--- src/hdl/placeholder_none.sv ---
// Intentionally empty compile unit.

--- src/hdl/byte_bit_pkg.sv ---
// Shared constants for the byte and bit instruction core.
// Assumes a twelve-bit instruction word and a 32-entry file space.
package byte_bit_pkg;
	// ****************************************
	// Timing
	// ****************************************
	localparam int         QUARTERS    = 4;
	localparam logic [1:0] QCNT_LAST   = 2'h3;
	localparam logic [1:0] QCNT_PRE    = 2'h2;

	// ****************************************
	// File addresses and flag positions
	// ****************************************
	localparam logic [4:0] TMR_ADDR    = 5'h01;
	localparam logic [4:0] PCL_ADDR    = 5'h02;
	localparam logic [4:0] STAT_ADDR   = 5'h03;
	localparam logic [4:0] PORT_ADDR   = 5'h06;
	localparam int         C_POS       = 0;
	localparam int         DCY_POS     = 1;
	localparam int         Z_POS       = 2;

	// ****************************************
	// Opcode patterns
	// ****************************************
	localparam logic [5:0] OPC_ADD_FILE = 6'h07;
	localparam logic [5:0] OPC_AND_FILE = 6'h05;
	localparam logic [3:0] OPC_BCLR    = 4'h4;
	localparam logic [3:0] OPC_BSET    = 4'h5;
	localparam logic [3:0] OPC_TSC     = 4'h6;
	localparam logic [3:0] OPC_TSS     = 4'h7;
	localparam logic [3:0] OPC_AND_LIT = 4'hE;
	localparam logic [2:0] OPC_BRANCH  = 3'h5;
	localparam logic [8:0] OPC_DIRLD   = 9'h000;
	localparam logic [2:0] DIRLD_PORT  = 3'h6;

	typedef enum logic [2:0] {
		ALU_ADD,
		ALU_AND,
		ALU_CLR_BIT,
		ALU_SET_BIT,
		ALU_PASS
	} alu_op_e;
endpackage

--- src/hdl/alu_if.sv ---
// Operand and result bundle between the core and its arithmetic unit.
// Assumes a purely combinational unit on the far side.
`timescale 1ns/1ps
`default_nettype none
interface alu_if;
	import byte_bit_pkg::*;
	logic [7:0] w_val;
	logic [7:0] f_val;
	logic [2:0] bit_sel;
	alu_op_e    op;
	logic [7:0] result;
	logic       carry;
	logic       digit_carry;
	logic       zero;
	modport core (output w_val, f_val, bit_sel, op, input result, carry, digit_carry, zero);
	modport unit (input w_val, f_val, bit_sel, op, output result, carry, digit_carry, zero);
endinterface
`default_nettype wire

--- src/hdl/byte_alu.sv ---
// Combinational arithmetic unit for add, AND and single-bit edits.
// Assumes operands are stable for the whole instruction cycle.
`timescale 1ns/1ps
`default_nettype none
module byte_alu
(
	alu_if.unit bus
);
	import byte_bit_pkg::*;
	logic [8:0] sum9;
	logic [4:0] nib5;

	always_comb
	begin
		sum9 = {1'b0, bus.w_val} + {1'b0, bus.f_val};
		nib5 = {1'b0, bus.w_val[3:0]} + {1'b0, bus.f_val[3:0]};
		bus.carry = sum9[8];
		bus.digit_carry = nib5[4];
		case (bus.op)
			ALU_ADD:     bus.result = sum9[7:0];
			ALU_AND:     bus.result = bus.w_val & bus.f_val;
			ALU_CLR_BIT: bus.result = bus.f_val & ~(8'h01 << bus.bit_sel);
			ALU_SET_BIT: bus.result = bus.f_val | (8'h01 << bus.bit_sel);
			default:     bus.result = bus.f_val;
		endcase
		bus.zero = (bus.result == 8'h00);
	end
endmodule // byte_alu
`default_nettype wire

--- src/hdl/byte_bit_core.sv ---
// Instruction core executing add, AND, bit edit, bit test and direction load.
// Assumes program memory answers the fetch address within one instruction cycle.
`timescale 1ns/1ps
`default_nettype none
// Notes on behaviour
// - PC writes except branch clear bit 8
// - Port self-modify reads pin levels
// - Direction load op 6 copies W
// - Timer-target writes clear assigned prescaler
// - Dest bit 0 to W, 1 to file
// - Add updates carry, digit carry, zero
// - Bit clear zeroes bit, flags kept
// - Bit set ones bit, flags kept
// - AND literal into W, zero only
// - AND W with file, zero only
// - Skip next when tested bit clear
// - Skip next when tested bit set
// - Skipped word replaced by no-op
// - Four clocks per instruction cycle
// - Bit ops decode top four bits
module byte_bit_core
(
	input  wire logic       mclk_in,
	input  wire logic       nrst_in,
	input  wire logic [11:0] instr_in,
	input  wire logic [7:0] pins_in,
	input  wire logic       psa_tmr_in,
	output logic      [8:0] pc_out,
	output logic      [7:0] w_out,
	output logic      [2:0] flags_out,
	output logic      [7:0] port_out,
	output logic      [7:0] port_oe_out,
	output logic      [7:0] tmr_out,
	output logic            presc_clr_out,
	output logic            cycle_en_out
);
	import byte_bit_pkg::*;

	typedef struct packed {
		logic [1:0]  qcnt;
		logic        cyc_en;
		logic [8:0]  pc;
		logic [11:0] ir;
		logic        flush;
		logic [7:0]  w;
		logic [2:0]  flags;
		logic [7:0]  port_lat;
		logic [7:0]  drive_en;
		logic [7:0]  tmr;
		logic        presc_clr;
	} state_s;

	state_s     st_q;
	state_s     st_d;
	logic [7:0] ram [32];
	logic [4:0] f_addr;
	logic       dest_f;
	logic [2:0] bsel;
	logic [7:0] rd;
	logic       en;
	logic       is_add;
	logic       is_and_file;
	logic       is_bclr;
	logic       is_bset;
	logic       is_tsc;
	logic       is_tss;
	logic       is_and_lit;
	logic       is_branch;
	logic       is_dirld;
	logic       wr_file;
	logic       wr_w;
	logic       skip;
	logic       pcl_wr;

	alu_if alu ();

	byte_alu u_alu
	(
		.bus (alu.unit)
	);

	// ****************************************
	// Decode
	// ****************************************
	always_comb
	begin
		en        = st_q.cyc_en;
		f_addr    = st_q.ir[4:0];
		dest_f    = st_q.ir[5];
		bsel      = st_q.ir[7:5];
		is_add    = !st_q.flush && st_q.ir[11:6] == OPC_ADD_FILE;
		is_and_file = !st_q.flush && st_q.ir[11:6] == OPC_AND_FILE;
		is_bclr   = !st_q.flush && st_q.ir[11:8] == OPC_BCLR;
		is_bset   = !st_q.flush && st_q.ir[11:8] == OPC_BSET;
		is_tsc    = !st_q.flush && st_q.ir[11:8] == OPC_TSC;
		is_tss    = !st_q.flush && st_q.ir[11:8] == OPC_TSS;
		is_and_lit = !st_q.flush && st_q.ir[11:8] == OPC_AND_LIT;
		is_branch = !st_q.flush && st_q.ir[11:9] == OPC_BRANCH;
		is_dirld  = !st_q.flush && st_q.ir[11:3] == OPC_DIRLD
			&& st_q.ir[2:0] == DIRLD_PORT;
		// Port reads see the pins, not the latch
		case (f_addr)
			TMR_ADDR:  rd = st_q.tmr;
			PCL_ADDR:  rd = st_q.pc[7:0];
			STAT_ADDR: rd = {5'h00, st_q.flags};
			PORT_ADDR: rd = pins_in;
			default:   rd = ram[f_addr];
		endcase
		alu.w_val   = st_q.w;
		alu.f_val   = is_and_lit ? st_q.ir[7:0] : rd;
		alu.bit_sel = bsel;
		if (is_add)
			alu.op = ALU_ADD;
		else if (is_and_file || is_and_lit)
			alu.op = ALU_AND;
		else if (is_bclr)
			alu.op = ALU_CLR_BIT;
		else if (is_bset)
			alu.op = ALU_SET_BIT;
		else
			alu.op = ALU_PASS;
		wr_file = ((is_add || is_and_file) && dest_f) || is_bclr || is_bset;
		wr_w    = ((is_add || is_and_file) && !dest_f) || is_and_lit;
		skip    = (is_tsc && !rd[bsel]) || (is_tss && rd[bsel]);
		pcl_wr  = wr_file && f_addr == PCL_ADDR;
	end

	// ****************************************
	// Next state
	// ****************************************
	always_comb
	begin
		st_d = st_q;
		st_d.qcnt = st_q.qcnt + 2'h1;
		st_d.cyc_en = (st_q.qcnt == QCNT_PRE);
		st_d.presc_clr = 1'b0;
		if (en)
		begin
			st_d.ir = instr_in;
			st_d.pc = st_q.pc + 9'h001;
			st_d.flush = skip || is_branch || pcl_wr;
			if (is_branch)
				st_d.pc = st_q.ir[8:0];
			if (wr_w)
				st_d.w = alu.result;
			if (wr_file)
			begin
				case (f_addr)
					TMR_ADDR:  st_d.tmr = alu.result;
					PCL_ADDR:  st_d.pc = {1'b0, alu.result};
					STAT_ADDR: st_d.flags = alu.result[2:0];
					PORT_ADDR: st_d.port_lat = alu.result;
					default:   st_d.flags = st_q.flags;
				endcase
			end
			if (wr_file && f_addr == TMR_ADDR && psa_tmr_in)
				st_d.presc_clr = 1'b1;
			if (is_add)
			begin
				st_d.flags[C_POS] = alu.carry;
				st_d.flags[DCY_POS] = alu.digit_carry;
			end
			if (is_add || is_and_file || is_and_lit)
				st_d.flags[Z_POS] = alu.zero;
			if (is_dirld)
				st_d.drive_en = ~st_q.w;
		end
	end

	always_ff @(posedge mclk_in)
	begin
		if (!nrst_in)
			st_q <= '0;
		else
			st_q <= st_d;
	end

	// General-purpose file locations, cleared at reset
	always_ff @(posedge mclk_in)
	begin
		if (!nrst_in)
		begin
			for (int i = 0; i < 32; i++)
				ram[i] <= 8'h00;
		end
		else if (en && wr_file && f_addr > PORT_ADDR)
			ram[f_addr] <= alu.result;
	end

	always_comb
	begin
		pc_out        = st_q.pc;
		w_out         = st_q.w;
		flags_out     = st_q.flags;
		port_out      = st_q.port_lat;
		port_oe_out   = st_q.drive_en;
		tmr_out       = st_q.tmr;
		presc_clr_out = st_q.presc_clr;
		cycle_en_out  = st_q.cyc_en;
	end
endmodule // byte_bit_core
`default_nettype wire

--- config.mk ---
export PLATFORM = sky130hd
export DESIGN_NAME = byte_bit_core
export DESIGN_NICKNAME = d
export VERILOG_FILES = /design/src/hdl/placeholder_none.sv /design/src/hdl/byte_bit_pkg.sv /design/src/hdl/alu_if.sv /design/src/hdl/byte_alu.sv /design/src/hdl/byte_bit_core.sv
export SDC_FILE = /design/constraint.sdc
export NUM_CORES = 1
export LEC_CHECK = 0
export BUFFER_PORTS_ARGS = -buffer_cell sky130_fd_sc_hd__clkbuf_2
export CAP_MARGIN = 20
export CORE_ASPECT_RATIO = 0.7
export CORE_MARGIN = 3
export CORE_UTILIZATION = 58
export CTS_BUF_LIST = sky130_fd_sc_hd__clkbuf_8
export DETAILED_ROUTE_END_ITERATION = 6
export GPL_TIMING_DRIVEN = 0
export HOLD_SLACK_MARGIN = 0.08
export PLACE_DENSITY = 0.76
export SYNTH_ARGS = -nofsm -noshare
export SYNTH_HDL_FRONTEND = slang
export SYNTH_HIERARCHICAL = 1
export SYNTH_SLANG_ARGS = --single-unit
--- constraint.sdc ---
create_clock -name mclk_in -period 5.4 [get_ports mclk_in]
set_input_delay 1.35 -clock mclk_in [delete_from_list [all_inputs] [get_ports mclk_in]]
set_output_delay 1.35 -clock mclk_in [all_outputs]
set_load 0.05 [all_outputs]
# == Word-level counts from Yosys, hierarchy flattened ==
# Memories as Yosys holds them, arrays and structs flattened. A register that Yosys moved wholly into a read port is not among the register bits.
# Cells that the tools add are included.
# W data, S select, Z words.
# totals
inputBits,23
memories,1
reg_bits,61
ram_bits,256
# mem_list
name,depth,width,read_ports,rd_clocked_by_memory_dff,write_ports,line_no,source
ram,32,8,1,1,32,byte_bit_core.sv:55,logic [7:0] ram [32];
# classes
shifts,1
n_lt_le_gt_ge,2
add_sub_neg,4
bitwise,5
mux,27
reduce_logical,46
eq_ne,17
# ops
operator,count
$pmux W8 S4,2
$mux W9,3
$mux W8,3
$logic_and A1 B1 Y1,19
$and A8 B8 Y8,2
$eq A4 B3 Y1 const B,4
$not A8 Y8,2
$mux W3,5
$mux W5,3
$eq A6 B3 Y1 const B,2
$reduce_and A3 Y1,4
$mux W11,1
$eq A5 B2 Y1 const B,2
$add A8 B8 Y9,1
$add A9 B1 Y9 const B,1
$logic_not A9 Y1,1
$logic_or A1 B1 Y1,9
$logic_not A8 Y1,1
$mux W1,8
$or A8 B8 Y8,1
$reduce_bool A2 Y1,4
$reduce_or A8 Y1,1
$shl A1 B3 Y8 const A,1
$eq A3 B2 Y1 const B,2
other kinds (15),20

# == Longest topological paths before layout ==
# depth
depth_word,13
mapped_depth,21
depth_no_buf,18

# == Cells and area by module ==
# Netlist, hierarchy kept.
# by_module_without_submodules
module,seq_area_each_um2,instances,cells_per_inst,area_each_um2
byte_bit_core,9008.6,1,1194,15132.0
byte_alu,0.0,1,124,877.1

# == Least setup slack after synthesis ==
# OpenSTA, ideal clock, no wires.
# synth_timing
path_kind,in2reg
startpoint,input port pins_in[0]
endpoint,register st_q (netlist bit flags_out[2])
t_required_ns,5.309
t_arrival_ns,4.020
path_stages,15
slack_ns,1.289
n_path_buf,0
setup_time_ns,0.091
cell_sequence,nor3_1 > a21oi_1 > nor2_1 > o31ai_1 > ha_1 > inv_1 > fa_1 > nand2b_1 > a31oi_2 > o211ai_4 > nand4b_1 > a221o_1 > nor4_2 > a22oi_1 > a311oi_1
# synth_lines
item,line_no,source
from (decl),byte_bit_core.sv:26,"input wire logic [7:0] pins_in,"
$pmux W8 S4 (*),byte_bit_core.sv:102,case (f_addr)
$mux W8 (*),byte_bit_core.sv:110,alu.f_val = is_and_lit ? st_q.ir[7:0] : rd;
net alu.f_val[0],alu_if.sv:8,logic [7:0] f_val;
"$add A8 B8 Y9, or another cell as far along",byte_alu.sv:15,"sum9 = {1'b0, bus.w_val} + {1'b0, bus.f_val};"
$pmux W8 S4 (*),byte_alu.sv:19,case (bus.op)
$logic_not A8 Y1 (*),byte_alu.sv:26,bus.zero = (bus.result == 8'h00);
net alu.zero,alu_if.sv:14,logic zero;
$mux W1 (*),byte_bit_core.sv:163,if (is_add || is_and_file || is_and_lit)
to (signal assigned),byte_bit_core.sv:175,st_q <= st_d;
to (decl),byte_bit_core.sv:53,state_s st_q;
# Mark *: on every way through the listed nets, which the timed path passes. The rest lies on a longest branch. The select of a mux whose other input is x is not followed.
# A chain may end at the register's enable or synchronous reset.

==> metrics.yaml <==
place:
  routabilityCongestion: 0.977
  place_hpwl_mm: 33.8
  portBuffers: 68
  pre_cts_slack_ps: -734
global_route:
  antenna_found_initial: 0
  grt_max_degree: 20
  grtUsageTotal_pct: 31.6
  overflow: 0
  grt_first_pass_wirelength_mm: 69.5
  grt_pass1_vias: 11178
timing:
  worst-slew-pin-transition_ps: 1060
  post-route-period-util_pct: 97.2
  tns_ps: 0
  setup_violations: 0
  skew_ps: 34.8
  drv_slew: 0
  timing.final.ws_setup_ps: 151
  rsz0062_at_grt: "no"
  fmax_mhz: 191
  fin_crit_ps: 5250
  relSlewSlack_pct: 29.1
  finalHoldViolations: 0
logic_synthesis:
  yosys.area.top_type_share_pct: 48.0
  synth.area.top_cells: "edfxtp_1, dfxtp_1, and2_1"
  synth_common_cells: "edfxtp_1, and2_1, nor2_1"
  yosysWarnings: 6
  ys_seq_area_share_pct: 56.3
  ys_ff_latch: 322
  netlist_instances: 1318
  synth_ff_type: "edfxtp_1"
  yosysMostFrequentCell: "edfxtp_1"
  postSynthAreaPerCell_um2: 12.1
  ys_async_sr_fraction_pct: 0
  synthesis.area_um2: 16000
  synth_cell_types: 77
  synth.largest_area_cell: "edfxtp_1"
  synth-edff-count: 256
clock_network:
  clk_latency_ps: 600
  cts.sinks: 322
  ctsLongestPathBuffers: 3
  cts_tree: "built"
  numCtsBuffers: 48
  cts-resized-gates: 15
  cts_root_buffer: "clkbuf_8"
  cts-htree-levels: 2
  clk_pin_slew_ps: 70
  ctsHoldBuffers: 0
  postCtsSetupBuffers: 0
detailed_routing:
  drt_iter0_markers: 1845
  post_drt_via_cell_ratio: 6.18
  postRouteWirelength_mm: 47.1
  ant_nets: 0
  num_vias: 11809
  wire_per_inst_um: 24.6
  dr.pass1.iters: 6
  drc_errors: 0
run:
  maxCapViolations: 0
die:
  num_io_pins: 69
  die_area_um2: 29700
  die_width_um: 205
  core_um2: 27000
  row_count: 50
  initial_core_util_pct: 59.4
  die_h_um: 145
hold_path:
  min_delay_path_depth: 1
  hold_path_class: "flip-flop to flip-flop"
  min_from: "st_q[59]$_SDFF_PN0_"
  hold_path_end: "st_q[59]$_SDFF_PN0_"
critical_path:
  required_ps: 5840
  startpoint_type: "flip-flop"
  r2r-end: "ram[28][7]$_SDFFCE_PN0P_"
  reg2reg_slack_ps: 150
  ff2ff_path_depth: 17
  worstPathMaxFanout: 10
  critical_path_class: "flip-flop to flip-flop"
  cp.arrival_ps: 5690
  crit_path_end_kind: "flip-flop"
layout:
  nNetsFinal: 1547
  layout-drive-gt1-share_pct: 21.1
  synthToLayoutAreaGrowth_pct: 13.3
  n_fill_cell: 2042
  fin_util_pct: 67.3
  seq_area_um2: 9010
  multi_input_area_um2: 6360
power_and_ir_drop:
  p_per_area_nw_per_um2: 299
  p_leak_uw: 0.00690
  vdd_drop_max_v: 0.000236
run_status:
  status: "complete, no violations"
## power by group
part	internal (uW)	total, uW	switching [uW]
Sequential	2770	2810	37.6
Combinational	201	698	497
Clock	975	1920	946
Total	3940	5420	1480
## worst max-delay path by stage
stage,start,end,slack [ps]
after CTS,flip-flop,ram[31][5]$_SDFFCE_PN0P_,50
final,flip-flop,ram[28][7]$_SDFFCE_PN0P_,150
after global routing,flip-flop,ram[24][7]$_SDFFCE_PN0P_,3
after floorplan,pins_in[0],flags_out[2]$_SDFFE_PN0P_,1290
after global placement,flip-flop,ram[7][5]$_SDFFCE_PN0P_,-620
after detailed placement,flip-flop,ram[7][5]$_SDFFCE_PN0P_,-730
## routing by layer
| metal | vias to the layer above | track usage, % | part of all wire (%) |
|---|---|---|---|
| met1 | 5734 | 49.0 | 41 |
| met5 | - | 0 | 0 |
| met2 | 837 | 43.0 | 41 |
| met4 | 0 | 8.42 | 2.9 |
| li1 | 5126 | - | - |
| met3 | 112 | 10.1 | 15 |
## cell type report
| class | instances | area share, % |
|---|---|---|
| clock buffers | 55 | 4.17 |
| clock inverters | 29 | 0.807 |
| inverters | 25 | 0.517 |
| diodes | 1 | 0.0138 |
| flip-flops and latches | 322 | 49.7 |
| multi-input cells | 891 | 35.1 |
| repair buffers | 92 | 2.75 |
| plain buffers | 133 | 4.50 |
| well taps | 364 | 2.51 |
## placed cells by master (no fill, tap or decap), drive strengths merged, types with 24 or more instances in the layout
cell / count
nand2: 68
clkbuf: 176
mux4: 58
inv: 36
o21ai: 47
edfxtp: 256
a21oi: 54
nand3: 31
and2: 205
nor2: 120
a211oi: 24
buf: 102
dfxtp: 66
mux2i: 49
conb: 56
## flip-flops by register name, indices dropped and copies added (netlist names), 3 cells and up, named ones only
| signal | count |
|---|---|
| port_oe_out | 8 |
| f_addr | 5 |
| flags_out | 3 |
| tmr_out | 8 |
| st_q | 7 |
| alu.bit_sel | 3 |
| port_out | 8 |
| ram | 256 |
| pc_out | 9 |
| w_out | 8 |
## cell families after synthesis
group	Yosys count	synth area share, %
XOR/XNOR	12	0.657
multiplexers	112	11.7
adder cells (fa/ha/maj)	11	0.907
buffers and inverters	160	5.49
AO/OA/AOI/OAI	192	7.97
AND/OR/NAND/NOR	508	17.0
other	1	0.0234
flip-flops	322	56.3
## worst max-delay path, stage by stage, from the launching register on
cell	delay, ps
dfxtp_1	310
buf_4	230
clkbuf_4	350
buf_4	320
mux4_1	390
a22oi_1	260
a21oi_1	190
nor4_2	320
o21ai_1	320
ha_1	330
a211oi_1	310
o21bai_1	160
a221oi_1	310
xor2_1	150
o21ai_0	260
clkbuf_4	350
clkbuf_1	320
and2_1	190
## stage by stage
stage	std cells	area (um^2)	total power (uW)	hold WS, ps
4_1_cts	1910	18100	5400	431
3_3_place_gp	1805	17000	3490	400
5_1_grt	1911	18100	5580	449
2_1_floorplan	1373	16200	3220	386
3_5_place_dp	1827	17200	3510	405
6_report	1912	18100	5420	434
No activity file was read; power rests on OpenSTA's default activity.
